$ cat config.mk
export PLATFORM = sky130hd
export DESIGN_NAME = cts_serial_control
export DESIGN_NICKNAME = d
export VERILOG_FILES = /design/src/verilog/cts_pkg.sv /design/src/verilog/cts_serial_control.sv
export VERILOG_INCLUDE_DIRS = /design/src /design/src/verilog
export SDC_FILE = /design/constraint.sdc
export NUM_CORES = 1
export LEC_CHECK = 0
export BUFFER_PORTS_ARGS = -buffer_cell sky130_fd_sc_hd__clkbuf_2
export CAP_MARGIN = 15
export CORE_ASPECT_RATIO = 1.5
export CORE_UTILIZATION = 60
export CTS_CLUSTER_DIAMETER = 100
export DETAILED_ROUTE_END_ITERATION = 10
export PLACE_DENSITY = 0.93
export SYNTH_ARGS = -nofsm -noshare
export SYNTH_HDL_FRONTEND = slang
export SYNTH_SLANG_ARGS = --single-unit
export TNS_END_PERCENT = 10
$ cat constraint.sdc
create_clock -name core_clk -period 10.3 [get_ports core_clk]
set_clock_uncertainty 0.1 [all_clocks]
set_input_delay 2.06 -clock core_clk [delete_from_list [all_inputs] [get_ports core_clk]]
set_output_delay 2.06 -clock core_clk [all_outputs]
set_load 0.02 [all_outputs]
$ cat src/verilog/cts_defines.svh
`ifndef CTS_DEFINES_SVH
`define CTS_DEFINES_SVH
// frame layout
`define CTS_FRAME_BITS      40
`define CTS_SELECT_VALUE    8'h81
`define CTS_CAT_MODE        3'h0
`define CTS_CAT_SHUTTER     3'h2
`define CTS_CAT_PHASE       3'h3
`define CTS_CAT_SYSTEM      3'h4
`define CTS_WORD_RESET      21'h00_0000
// synchroniser reset: strobe, clock and stop pins at their idle high level
`define CTS_SYNC_IDLE       7'h64
// field positions inside a 21-bit word (word bit 0 is frame bit 11)
`define CTS_MODE_PSCAN      3
`define CTS_MODE_STATE_LO   6
`define CTS_MODE_EXPDIS     8
`define CTS_MODE_TRIPLE     9
`define CTS_MODE_SLOW_LO    13
`define CTS_SYS_SYNCDIS     0
`define CTS_SYS_ONSYNC      1
`define CTS_SYS_TAG_LO      2
`define CTS_SYS_SUPPRESS    4
`define CTS_SYS_CHECK       5
`define CTS_SYS_STATUS      6
`define CTS_SYS_FAST        7
`define CTS_SYS_PROG        8
`define CTS_SYS_WIN_LO      10
`define CTS_SYS_INVERT      16
// partial scan fixed sweep
`define CTS_PSCAN_LINES     6'h24
`define CTS_PSCAN_SWEEPS    5'h16
// parallel preset slow shutter counts
`define CTS_PRESET_LONG     5'h01
`define CTS_PRESET_SHORT    5'h00
`endif

$ cat src/verilog/cts_pkg.sv
package cts_pkg;
    typedef enum logic [1:0]
    {
        CTS_RUN     = 2'b00,
        CTS_SLEEP   = 2'b01,
        CTS_STANDBY = 2'b10
    } cts_state_t;

    // vertical phase drive level
    typedef enum logic [1:0]
    {
        CTS_LVL_LOW  = 2'b00,
        CTS_LVL_MID  = 2'b01,
        CTS_LVL_HIGH = 2'b10
    } cts_level_t;

    typedef struct packed
    {
        cts_level_t phase1;
        cts_level_t phase2a;
        cts_level_t phase2b;
        cts_level_t phase3;
        cts_level_t sweep;
    } cts_vdrive_t;

    typedef struct packed
    {
        logic fast_hclk_select;
        logic triple_divide_select;
        logic fast_readout_mode;
        logic partial_scan_mode;
        logic readout_clock_suppress;
        logic vclock_invert;
        logic readout_on_sync_pins;
        logic [1:0] tag_pin_select;
        logic [5:0] sweep_window_length;
        logic [9:0] fast_shutter_count;
        logic [4:0] slow_shutter_count;
    } cts_config_t;
endpackage

$ cat src/verilog/cts_serial_control.sv
`include "cts_defines.svh"

// Overview of operation
// - frame is 40 bits: select byte, category, 21 data bits, checksum byte
// - frame taken only when select byte is 0x81 and, with the system check bit set, checksum passes
// - category picks mode, shutter or system word; phase words and others ignored
// - checksum passes when all five bytes sum to zero modulo 256
// - system check bit clear lets frames land on any checksum; checksum result still reflects the sum
// - operation state taken at strobe rise: run, sleep, standby
// - sleep, standby, reset force drive outputs low and vertical levels fixed
// - output stop low forces sleep; standby wins over it
// - reset clears every control word and forces reset pin states
// - exposure disable holds window low unless status select is on, latched at readout pulse a rise
// - triple divide bit picks by-three pixel clock scheme
// - slow shutter count skips that many vertical periods; ignored in partial scan
// - partial scan sweeps 22 lines per line for 36 lines then window
// - shutter word bits 0 to 9 give sweep pulse count
// - sync generator disable holds sync outputs low
// - readout on sync pins routes readout pulses to sync outputs
// - readout clock suppress stops readout pulses on vertical phases
// - status select shows checksum result on window pin
// - vclock invert flips vertical phases between low and mid
// - parallel mode takes fast clock, readout method and preset from pins
// - fields apply at strobe rise, readout rise or line sync edges
// - serial data sampled on rising serial clock edge
module cts_serial_control
    import cts_pkg::*;
(
    input  wire logic        core_clk,
    input  wire logic        rst_n,
    input  wire logic        serial_strobe,
    input  wire logic        serial_clock_in,
    input  wire logic        serial_data_in,
    input  wire logic        input_method_select,
    input  wire logic        output_stop_in,
    input  wire logic        line_sync_in,
    input  wire logic        readout_pulse_a,
    input  wire logic        readout_pulse_b,
    input  wire logic        int_line_sync,
    input  wire logic        int_vertical_sync,
    input  wire logic        exposure_pulse,
    input  wire logic        vclk_phase1,
    input  wire logic        vclk_phase2a,
    input  wire logic        vclk_phase2b,
    input  wire logic        vclk_phase3,
    input  wire logic        sweep_pulse,
    output cts_state_t       op_state,
    output logic             drive_enable,
    output logic             sync_gen_run,
    output logic             line_sync_out,
    output logic             vertical_sync_out,
    output logic             integration_window_out,
    output cts_vdrive_t      vdrive,
    output cts_config_t      config_out,
    output logic             sum_ok,
    output logic             readout_allowed,
    output logic             pscan_sweep_active,
    output logic [4:0]       pscan_sweeps_per_line
);
    // two-stage synchronisers for the serial, select, stop, line sync and readout a pin inputs
    logic [6:0] sync1_reg;
    logic [6:0] sync2_reg;
    always_ff @(posedge core_clk)
    begin
        if (!rst_n)
        begin
            // idle levels, so no false strobe edge or stop request follows reset
            sync1_reg <= `CTS_SYNC_IDLE;
            sync2_reg <= `CTS_SYNC_IDLE;
        end
        else
        begin
            sync1_reg <= {serial_strobe, serial_clock_in, serial_data_in,
                          input_method_select, output_stop_in, line_sync_in, readout_pulse_a};
            sync2_reg <= sync1_reg;
        end
    end
    logic strobe_s, sclk_s, sdata_s, psel_s, stop_s, hsync_s, rda_s;
    assign {strobe_s, sclk_s, sdata_s, psel_s, stop_s, hsync_s, rda_s} = sync2_reg;

    // edge history on synchronised levels
    logic strobe_d_reg, sclk_d_reg, hsync_d_reg, rda_d_reg;
    always_ff @(posedge core_clk)
    begin
        if (!rst_n)
        begin
            strobe_d_reg <= 1'b1;
            sclk_d_reg   <= 1'b1;
            hsync_d_reg  <= 1'b0;
            rda_d_reg    <= 1'b0;
        end
        else
        begin
            strobe_d_reg <= strobe_s;
            sclk_d_reg   <= sclk_s;
            hsync_d_reg  <= hsync_s;
            rda_d_reg    <= rda_s;
        end
    end
    logic strobe_rise, sclk_rise, hsync_fall, rda_rise;
    assign strobe_rise = strobe_s & ~strobe_d_reg;
    assign sclk_rise   = sclk_s & ~sclk_d_reg;
    assign hsync_fall  = ~hsync_s & hsync_d_reg;
    assign rda_rise    = rda_s & ~rda_d_reg;

    // shift register: lsb first, newest bit enters at the top
    logic [39:0] shift_reg;
    always_ff @(posedge core_clk)
    begin
        if (!rst_n)
            shift_reg <= 40'h00_0000_0000;
        else if (!psel_s && !strobe_s && sclk_rise)
            shift_reg <= {sdata_s, shift_reg[39:1]};
    end

    // frame decode
    logic [7:0]  sel_byte;
    logic [2:0]  category_field;
    logic [20:0] frame_word;
    logic [7:0]  byte_sum;
    logic        check_on;
    logic        frame_ok;
    assign sel_byte       = shift_reg[7:0];
    assign category_field = shift_reg[10:8];
    assign frame_word     = shift_reg[31:11];
    assign byte_sum       = shift_reg[7:0] + shift_reg[15:8] + shift_reg[23:16]
                          + shift_reg[31:24] + shift_reg[39:32];
    logic [20:0] system_word_reg;
    assign check_on = system_word_reg[`CTS_SYS_CHECK];
    assign frame_ok = !psel_s && strobe_rise && (sel_byte == `CTS_SELECT_VALUE)
                    && (!check_on || byte_sum == 8'h00);

    // pending words land here at strobe rise, visible fields later
    logic [20:0] mode_word_reg;
    logic [20:0] shutter_word_reg;
    always_ff @(posedge core_clk)
    begin
        if (!rst_n)
        begin
            mode_word_reg    <= `CTS_WORD_RESET;
            shutter_word_reg <= `CTS_WORD_RESET;
            system_word_reg  <= `CTS_WORD_RESET;
        end
        else if (frame_ok)
        begin
            // phase adjust words carry no state here; unknown codes dropped
            unique case (category_field)
                `CTS_CAT_MODE:    mode_word_reg    <= frame_word;
                `CTS_CAT_SHUTTER: shutter_word_reg <= {11'h000, frame_word[9:0]};
                `CTS_CAT_SYSTEM:  system_word_reg  <= frame_word;
                default:          ;
            endcase
        end
    end

    // checksum status, updated on every selected frame
    always_ff @(posedge core_clk)
    begin
        if (!rst_n)
            sum_ok <= 1'b0;
        else if (!psel_s && strobe_rise && sel_byte == `CTS_SELECT_VALUE)
            sum_ok <= (byte_sum == 8'h00);
    end

    // slow shutter skip counter; skipped periods apply nothing
    logic [4:0] skip_reg;
    logic       pscan_active;
    assign pscan_active = config_out.partial_scan_mode;
    assign readout_allowed = pscan_active || skip_reg == 5'h00;
    always_ff @(posedge core_clk)
    begin
        if (!rst_n)
            skip_reg <= 5'h00;
        else if (rda_rise)
            skip_reg <= (skip_reg == 5'h00) ? config_out.slow_shutter_count : skip_reg - 5'h01;
    end

    // reflection: before readout at each line fall, shutter after readout
    logic after_rd_reg;
    logic mode_exp_dis_reg;
    always_ff @(posedge core_clk)
    begin
        if (!rst_n)
            after_rd_reg <= 1'b0;
        else if (rda_rise)
            after_rd_reg <= readout_allowed;
        else if (hsync_fall)
            after_rd_reg <= 1'b0;
    end
    always_ff @(posedge core_clk)
    begin
        if (!rst_n)
            mode_exp_dis_reg <= 1'b0;
        else if (rda_rise && readout_allowed)
            mode_exp_dis_reg <= mode_word_reg[`CTS_MODE_EXPDIS];
    end
    always_ff @(posedge core_clk)
    begin
        if (!rst_n)
            config_out <= '0;
        else
        begin
            if (hsync_fall && !after_rd_reg && readout_allowed)
            begin
                config_out.triple_divide_select   <= mode_word_reg[`CTS_MODE_TRIPLE];
                config_out.partial_scan_mode      <= mode_word_reg[`CTS_MODE_PSCAN];
                config_out.slow_shutter_count     <= mode_word_reg[`CTS_MODE_SLOW_LO +: 5];
                config_out.readout_clock_suppress <= system_word_reg[`CTS_SYS_SUPPRESS];
                config_out.vclock_invert          <= system_word_reg[`CTS_SYS_INVERT];
                config_out.readout_on_sync_pins   <= system_word_reg[`CTS_SYS_ONSYNC];
                config_out.tag_pin_select         <= system_word_reg[`CTS_SYS_TAG_LO +: 2];
                config_out.sweep_window_length    <= system_word_reg[`CTS_SYS_WIN_LO +: 6];
                config_out.fast_hclk_select       <= system_word_reg[`CTS_SYS_FAST];
                config_out.fast_readout_mode      <= system_word_reg[`CTS_SYS_PROG];
            end
            if (hsync_fall && after_rd_reg)
                config_out.fast_shutter_count <= shutter_word_reg[9:0];
            // parallel pins override their fields directly
            if (psel_s)
            begin
                config_out.fast_hclk_select   <= strobe_s;
                config_out.fast_readout_mode  <= sclk_s;
                config_out.slow_shutter_count <= sdata_s ? `CTS_PRESET_LONG : `CTS_PRESET_SHORT;
            end
        end
    end

    // partial scan fixed sweep phase after each readout rise
    logic [5:0] pscan_line_reg;
    always_ff @(posedge core_clk)
    begin
        if (!rst_n)
            pscan_line_reg <= 6'h00;
        else if (!pscan_active)
            pscan_line_reg <= 6'h00;
        else if (rda_rise)
            pscan_line_reg <= `CTS_PSCAN_LINES;
        else if (hsync_fall && pscan_line_reg != 6'h00)
            pscan_line_reg <= pscan_line_reg - 6'h01;
    end
    assign pscan_sweep_active    = pscan_line_reg != 6'h00;
    assign pscan_sweeps_per_line = `CTS_PSCAN_SWEEPS;

    // operation state and sync disable act at once from the stored word
    logic sleep_req;
    always_comb
    begin
        op_state = mode_word_reg[`CTS_MODE_STATE_LO + 1] ? CTS_STANDBY
                 : mode_word_reg[`CTS_MODE_STATE_LO] ? CTS_SLEEP : CTS_RUN;
        sleep_req = op_state == CTS_SLEEP || !stop_s;
    end
    assign drive_enable = rst_n && op_state == CTS_RUN && !sleep_req;
    assign sync_gen_run = op_state != CTS_STANDBY && !system_word_reg[`CTS_SYS_SYNCDIS];

    // registered pin outputs
    logic status_mode;
    assign status_mode = system_word_reg[`CTS_SYS_STATUS];
    always_ff @(posedge core_clk)
    begin
        if (!rst_n)
        begin
            line_sync_out          <= 1'b0;
            vertical_sync_out      <= 1'b0;
            integration_window_out <= 1'b0;
        end
        else
        begin
            if (!sync_gen_run)
            begin
                line_sync_out     <= 1'b0;
                vertical_sync_out <= 1'b0;
            end
            else if (config_out.readout_on_sync_pins)
            begin
                line_sync_out     <= readout_pulse_b;
                vertical_sync_out <= readout_pulse_a;
            end
            else
            begin
                line_sync_out     <= int_line_sync;
                vertical_sync_out <= int_vertical_sync;
            end
            if (!drive_enable)
                integration_window_out <= 1'b0;
            else if (status_mode)
                integration_window_out <= sum_ok;
            else
                integration_window_out <= exposure_pulse & ~mode_exp_dis_reg;
        end
    end

    // vertical drive levels: low/mid for phases, high for readout unless inverted, high/low for sweep
    function automatic cts_level_t vlev(input logic v, input logic hi, input logic inv);
        cts_level_t l;
        l = v ? CTS_LVL_MID : CTS_LVL_LOW;
        if (inv)
            l = v ? CTS_LVL_LOW : CTS_LVL_MID;
        else if (hi)
            l = CTS_LVL_HIGH;
        return l;
    endfunction
    logic rd_on;
    assign rd_on = rda_s & ~config_out.readout_clock_suppress;
    always_ff @(posedge core_clk)
    begin
        if (!rst_n)
            vdrive <= {CTS_LVL_MID, CTS_LVL_HIGH, CTS_LVL_HIGH, CTS_LVL_MID, CTS_LVL_HIGH};
        else if (!drive_enable)
            vdrive <= {CTS_LVL_MID, CTS_LVL_HIGH, CTS_LVL_HIGH, CTS_LVL_MID, CTS_LVL_HIGH};
        else
        begin
            vdrive.phase1  <= vlev(vclk_phase1, 1'b0, config_out.vclock_invert);
            vdrive.phase2a <= vlev(vclk_phase2a, rd_on, config_out.vclock_invert);
            vdrive.phase2b <= vlev(vclk_phase2b, rd_on, config_out.vclock_invert);
            vdrive.phase3  <= vlev(vclk_phase3, rd_on, config_out.vclock_invert);
            vdrive.sweep   <= sweep_pulse ? CTS_LVL_HIGH : CTS_LVL_LOW;
        end
    end
endmodule
# Word-level counts from Yosys, hierarchy flattened
# Cells that the tools add are included.
# W data, S select, Z words.
# op_classes
n_addsub	6
eq_ne	5
muxes	32
bitwise_logic	14
reduce_logical	38
# op_table
operator	count
$add A8 B8 Y8	4
$mux W1	18
$mux W2	8
$mux W15	1
$mux W5	3
$logic_and A1 B1 Y1	13
$mux W6	2
$reduce_and A2 Y1	6
$eq A8 B8 Y1 const B	1
$logic_not A8 Y1	1
$not A1 Y1	8
$logic_not A1 Y1	7
$and A1 B1 Y1	6
$reduce_bool A2 Y1	3
$reduce_bool A6 Y1	1
$sub A6 B1 Y6 const B	1
$logic_not A5 Y1	1
$sub A5 B1 Y5 const B	1
$eq A3 B2 Y1 const B	1
$eq A3 B3 Y1 const B	1
$logic_not A3 Y1	1
$logic_or A1 B1 Y1	3
$reduce_or A3 Y1	1
$eq A2 B1 Y1 const B	1
2 further kinds	2
# word_totals
register_bits	160
in_bits	18
output_inout_bits	55
elab_cells	130

# Longest topological paths before layout
# Gate-level depths: netlist of the first run.
# depth
depth_word	8
mapped_depth	16

# Worst setup path before layout of the first run
# Ideal clock, no wire load.
# synth_timing
path_kind	input -> output
startpoint	input rst_n
endpoint	output drive_enable
arrival_ps	3198
path_slack_ps	4942
path_stages	2
cell_sequence	inv_1 > nor4b_1
# synth_via
elab_chain_cells	2
# synth_lines
element	line_no	text
start: declaration	cts_serial_control.sv:30	input wire logic rst_n,
$logic_and A1 B1 Y1 (2 in series)	cts_serial_control.sv:252	assign drive_enable = rst_n && op_state == CTS_RUN && !sleep_req;
end: declaration	cts_serial_control.sv:48	output logic drive_enable,
# Every way passes these cells.

# Final worst setup path of the first run
# Same ends and word-level chain as after synthesis.

==> results of run 1 <==
[placed cells by master (no fill, tap or decap), drive strengths merged, types with 2 or more instances in the layout]
master,Yosys,routed
dfxtp,148,148
nand2,147,147
a21oi,118,118
clkbuf,35,83
o21ai,43,43
nand3,27,27
inv,18,24
nor2,23,23
fa,20,20
xnor2,16,16
nand2b,14,14
and2,13,13
nand4,11,11
ha,11,11
nand4b,10,10
nor2b,7,7
nor3,7,7
conb,2,7
or3,6,6
nor4b,5,5
mux2i,4,4
clkinvlp,0,4
buf,22,4
nor4,3,3
xor2,3,3
clkinv,0,3
a211oi,2,2
a21o,2,2
nor3b,2,2
o2111a,2,2
[cells by family (layout without fill, tap and decap cells)]
| logic type | Yosys count | after routing |
|---|---|---|
| muxes | 4 | 4 |
| and+or+nand+nor | 280 | 280 |
| buffers and inverters | 75 | 119 |
| other | 2 | 7 |
| DFF | 148 | 148 |
| adders and majority gates | 31 | 31 |
| xor gates and xnor gates | 19 | 19 |
| AOI/OAI and AO/OA | 177 | 177 |
[path summary, 6_finish.rpt]
kind / startpoint / end / slack (ps) / depth (start not counted)
setup reg to reg: shift_reg[9] / mode_word_reg[14] / 4720 / 13
hold / removal: sync1_reg[5] / sync2_reg[5] / 320 / 1
hold reg to reg: sync1_reg[5] / sync2_reg[5] / 320 / 1
setup / recovery: rst_n / drive_enable / 4590 / 4
[metal layers]
layer | routed length (um) | vias up | track usage
met5 | 0 | - | 0
met1 | 5650 | 2606 | 0.307
li1 | - | 2549 | -
met4 | 759 | 0 | 0.187
met3 | 948 | 67 | 0.0654
met2 | 8080 | 251 | 0.511
[per-stage QoR]
stage          worst slack (ps)  hold slack (ps)
2_1_floorplan              4940              286
3_5_place_dp               4600              295
4_1_cts                    4610              315
6_report                   4590              316
5_1_grt                    4420              334
3_3_place_gp               4620              290
[worst max-delay path: cells and delay by family]
family	cells	cell delay, ps
simple gates	1	740
buf+inv	3	750
[report_power, final]
group          switching (mW)  leakage (nW)  internal [mW]
clock                   0.259         0.274          0.346
combinational          0.0242          1.22        0.00979
sequential            0.00400          1.20          0.578
[cell type report]
cell class                 instances  area [um^2]  share of cell area
timing repair buffer              69          363              0.0500
inverter                          18         67.6             0.00931
tap                              144          180              0.0248
multi-input combinational        518         3100               0.427
clock buffer                      18          439              0.0605
clock inverter                    14          144              0.0198
sequential                       148         2960               0.408
==> results.md, run 1 <==
* IO Count at 73
* Maximum VDD drop at 0.000111 V
* Synth area leader: dfxtp_1
* Synth top cells by count: dfxtp_1, nand2_1, a21oi_1
* Max FO, Critical Path at 23
* Hold buffer count at CTS at 0
* Ys flop type: dfxtp_1
* Core Util, Final at 0.689
* Max-Cap Viols at 0
* Share of the synthesized area in the top cell type at 0.460
* Post-synth EDFFs at 0
* Die width at 86.6 um
* Design Area, Final at 7260 um^2
* Pin count of the biggest net entering global routing at 111
* Unique cell type count in the Yosys netlist at 52
* DR vias at 5473
* Clock Tree Buf Depth at 2
* Antenna cells at 0
* Syn. warnings at 0
* Nets at 821
* Critical Path Start Type: input pin
* Synth Area in Adders at 0.0835
* Dpl cell area at 6660 um^2
* Routed WL at 15400 um
* Setup violators final at 0
* Chip Height at 129 um
* Fin. max-slew vios at 0
* Drt drc at 0
* Compound-Gate Fraction of Synth Area at 0.150
* 1st-pass router iterations at 6
* Number of flip-flops in the largest register at 40
* Clock Latency Late Sink at 420 ps
* Total power at 1.22 mW
* Die Area at 11200 um^2
* Hold Vio Cnt, Final at 0
* Gr ovfl total at 0
* Setup TNS at 0 ps
* Port buffer count at 65
* Setup crit end kind: primary output
* Avg Synthesized Cell Area at 8.76 um^2
* Core Area at 10500 um^2
* Synth Area in XOR/XNOR at 0.0258
* Post-CTS Setup Bufs at 0
* Leak at 2.69 nW
* Cell mode on critical path: clkbuf_2
* Syn Std Cell Area at 6440 um^2
* Row cnt at 46
* Routed Antenna Nets at 0
* Dpl cells at 896
* Initial Util at 0.612
* GR Util All Layers at 0.290
* Layout cell share with drive strength beyond 1 at 0.148
* Sequential area share after synthesis at 0.460
* Final std cells w/o fill at 929
* Most common cell in the netlist: dfxtp_1
* Hold WC Path Type: reg2reg
* TritonCTS buffer count at 17
* Htree depth at 4
* CTS clk-pin slew, worst paths at 60 ps
* Main combinational cell family by area after synthesis: simple AND/OR/NAND/NOR gates
* Kind of critical path: in2out
* PD cells at 168 nW/um^2
* CTS tree: done
* Area contributors post-synth: dfxtp_1, a21oi_1, nand2_1
* Crit-path cells: clkbuf_2 > inv_2 > nor4b_1 > clkbuf_2
* RSZ-0062 raised after global routing: no
* CP arrival at 3550 ps
* Max stage delay cell, worst path: nor4b_1
* Synthesis-to-layout area growth at 12.6%
* Clk Tree Root Cell: clkbuf_16
* Fillers at 732
* Initial antenna violation count at 0
* First-pass GRT wire length at 24800 um
* Post-synth ARST share at 0
* CP required at 8140 ps
* Drt initial violations at 616
* Post-DP HPWL at 9860 um
* Total of cells resized after clock tree synthesis at 0
* Peak Freq at 0.175 GHz
* Mux contribution to synthesized area at 0.00621
* Tcrit/Tclk final at 0.555
* Synthesized instance count at 736
* Final min period at 5710 ps
* Relative slew slack at 0.242
* Synth Area in Simple Gates at 0.210
* Routability cong. at 0.905
* Clk sinks at 148
* Vias in the first global route at 5292
* CP max stage delay at 740 ps
* Routed len/inst at 16.6 um
* DR vias/cell at 5.89
* Outcome: finished clean
* Tightest Pin Transition at 1140 ps
* Synth Register Bits at 148
Power figures use the tool's default switching activity.
==> inputs of run 2 (changes only) <==
--- a/config.mk
+++ b/config.mk
@@ -6,13 +6,14 @@
 export SDC_FILE = /design/constraint.sdc
 export NUM_CORES = 1
 export LEC_CHECK = 0
+export ABC_AREA = 1
 export BUFFER_PORTS_ARGS = -buffer_cell sky130_fd_sc_hd__clkbuf_2
 export CAP_MARGIN = 15
 export CORE_ASPECT_RATIO = 1.5
-export CORE_UTILIZATION = 60
+export CORE_UTILIZATION = 53
 export CTS_CLUSTER_DIAMETER = 100
 export DETAILED_ROUTE_END_ITERATION = 10
-export PLACE_DENSITY = 0.93
+export PLACE_DENSITY = 0.87
 export SYNTH_ARGS = -nofsm -noshare
 export SYNTH_HDL_FRONTEND = slang
 export SYNTH_SLANG_ARGS = --single-unit
==> constraint.sdc (replaced) <==
create_clock -name core_clk -period 4.8 [get_ports core_clk]
set_clock_uncertainty 0.1 [all_clocks]
set_input_delay 0.96 -clock core_clk [delete_from_list [all_inputs] [get_ports core_clk]]
set_output_delay 0.96 -clock core_clk [all_outputs]
set_load 0.02 [all_outputs]
==> run 2 against run 1 <==
Flip-flop and latch count unchanged. Non-clock buffer count increased by 3. Combinational power increased to 3.6 times the previous value. Critical path depth increased by 12. Worst setup slack got worse by 4400 ps. Largest cell class is now flip-flops and latches. Largest power group unchanged. Highest routed layer unchanged.
==> results.md, run 2 <==
* Hold buffer count at CTS at 0
* Routed WL at 14800 um
* Hold Vio Cnt, Final at 0
* Routed len/inst at 14.0 um
* First-pass GRT wire length at 24300 um
* Antenna cells at 0
* CP required at 5000 ps
* Setup violators final at 0
* Area contributors post-synth: dfxtp_1, nand2_1, nor2_1
* Setup crit end kind: register
* Post-CTS Setup Bufs at 0
* Nets at 944
* Routed Antenna Nets at 0
* 1st-pass router iterations at 6
* Clock Tree Buf Depth at 2
* Most frequent cells in the layout: nand2_1, dfxtp_1, nor2_1
* Total power at 2.66 mW
* Vias in the first global route at 5298
* Clk Tree Root Cell: clkbuf_16
* Peak Freq at 0.217 GHz
* Syn Std Cell Area at 6440 um^2
* WHS Path Cells at 2
* PD cells at 361 nW/um^2
* Post-synth ARST share at 0
* CTS clk-pin slew, worst paths at 60 ps
* Share of the synthesized area in the top cell type at 0.460
* Final min period at 4610 ps
* Clk sinks at 148
* Post-route setup slack at 194 ps
* Worst r2r dst: system_word_reg[3]
* Post-DP HPWL at 9960 um
* Hold Crit Start: sync1_reg[4]
* Pin count of the biggest net entering global routing at 107
* Outcome: finished clean
* Synth Register Bits at 148
* Ys flop type: dfxtp_1
* Drt initial violations at 522
* DR vias at 5460
* Drt drc at 0
* Initial antenna violation count at 0
* CP arrival at 4810 ps
* R2R setup slack at 190 ps
* GR Util All Layers at 0.248
* Maximum VDD drop at 0.000219 V
* Core Util, Final at 0.633
* Gr ovfl total at 0
* Initial Util at 0.553
* CTS tree: done
* Hold Crit Endpoint: sync2_reg[4]
* Unique cell type count in the Yosys netlist at 37
* Pre-CTS setup slack at 308 ps
* Syn. warnings at 0
* Tcrit/Tclk final at 0.960
* Synthesized instance count at 845
* Clock Latency Late Sink at 420 ps
* Layout cell share with drive strength beyond 1 at 0.129
* DR vias/cell at 5.16
* Htree depth at 4
* Number of flip-flops in the largest register at 40
* Relative slew slack at 0.365
* Kind of critical path: reg2reg
* Die width at 92.0 um
* Avg Synthesized Cell Area at 7.62 um^2
* Synthesis-to-layout area growth at 14.5%
* Most common cell in the netlist: nand2_1
* Die Area at 12600 um^2
* Max-Cap Viols at 0
* Tightest Pin Transition at 951 ps
* Post-synth EDFFs at 0
* Critical Path Start Type: register
* TritonCTS buffer count at 17
* Reg area at 2960 um^2
* Core Area at 11700 um^2
* Sequential area share after synthesis at 0.460
* Row cnt at 48
* Routability cong. at 0.926
* Hold WC Path Type: reg2reg
* Port buffer count at 65
* Fin. max-slew vios at 0
* Leak at 3.74 nW
* IO Count at 73
* R2R cell count at 16
* Worst r2r src: shift_reg[17]
* Synth area leader: dfxtp_1
* Chip Height at 137 um
* Max FO, Critical Path at 32
* Fillers at 940
* RSZ-0062 raised after global routing: yes
* Synth top cells by count: nand2_1, dfxtp_1, nor2_1
* Commonest non-fill, non-tap cell in the layout: nand2_1
* Multi-input gate area at 2840 um^2
-- run 2: kinds of logic (layout without fill, tap and decap cells) --
group,after synthesis,after routing,share of synthesized area
adders and majority gates,31,31,0.0836
xor gates and xnor gates,12,12,0.0163
DFF,148,148,0.460
AOI/OAI and AO/OA,139,139,0.113
buffers and inverters,159,217,0.103
and+or+nand+nor,354,354,0.223
other,2,7,0.00117
-- run 2: repair_timing --
| item | CTS | global route |
|---|---|---|
| gates resized for setup | 0 | 1 |
| setup endpoints to repair | 0 | 12 |
| endpoints found under the hold margin | 0 | 0 |
-- run 2: power breakdown --
part | internal, mW | leakage (nW) | switching [mW]
Sequential | 1.25 | 1.20 | 0.0144
Combinational | 0.0386 | 2.25 | 0.0844
Clock | 0.771 | 0.287 | 0.506
Total | 2.06 | 3.74 | 0.604
-- run 2: worst max-delay path by stage --
stage	cells after the start	slack, ps	end	startpoint
4_1_cts	16	200	mode_word_reg[3]	shift_reg[17]
6_report	16	190	system_word_reg[3]	shift_reg[17]
3_5_place_dp	16	310	shutter_word_reg[3]	shift_reg[17]
2_1_floorplan	16	1100	system_word_reg[6]	shift_reg[17]
5_1_grt	16	-100	system_word_reg[3]	shift_reg[17]
3_3_place_gp	16	310	shutter_word_reg[3]	shift_reg[17]
-- run 2: final cells by class --
type                            count  area share
Multi-Input combinational cell    543       0.385
Inverter                          113      0.0575
Sequential cell                   148       0.402
Clock inverter                     10      0.0131
Tap cell                          150      0.0254
Timing Repair Buffer               72      0.0512
Clock buffer                       22      0.0657
-- run 2: stage by stage --
step	hold slack [ps]	TNS, ps	std cells	instance area [um^2]
after detailed placement	302	0	1026	6790
after CTS	319	0	1058	7370
final	315	0	1058	7370
after global routing	337	-200	1058	7370
after floorplan	290	0	850	6460
after global placement	300	0	1026	6790
-- run 2: routing by layer --
layer | GRT usage | wire, um | vias up
met3 | 0.0650 | 651 | 50
met2 | 0.444 | 7910 | 160
met5 | 0 | 0 | -
li1 | - | - | 2709
met4 | 0.141 | 663 | 0
met1 | 0.263 | 5590 | 2541
-- run 2: worst max-delay path, cell delays in order, from the launching register on --
cell     delay (ps)
dfxtp_1         500
fa_1            510
fa_1            510
fa_1            520
ha_1            210
inv_1            70
fa_1            390
inv_1           140
nand3_1          90
nand2_1          90
xor2_1           90
nor2_1          140
nand2_1          90
o21ai_2         210
nand2_2         360
nor2_1          360
nor2_1          100
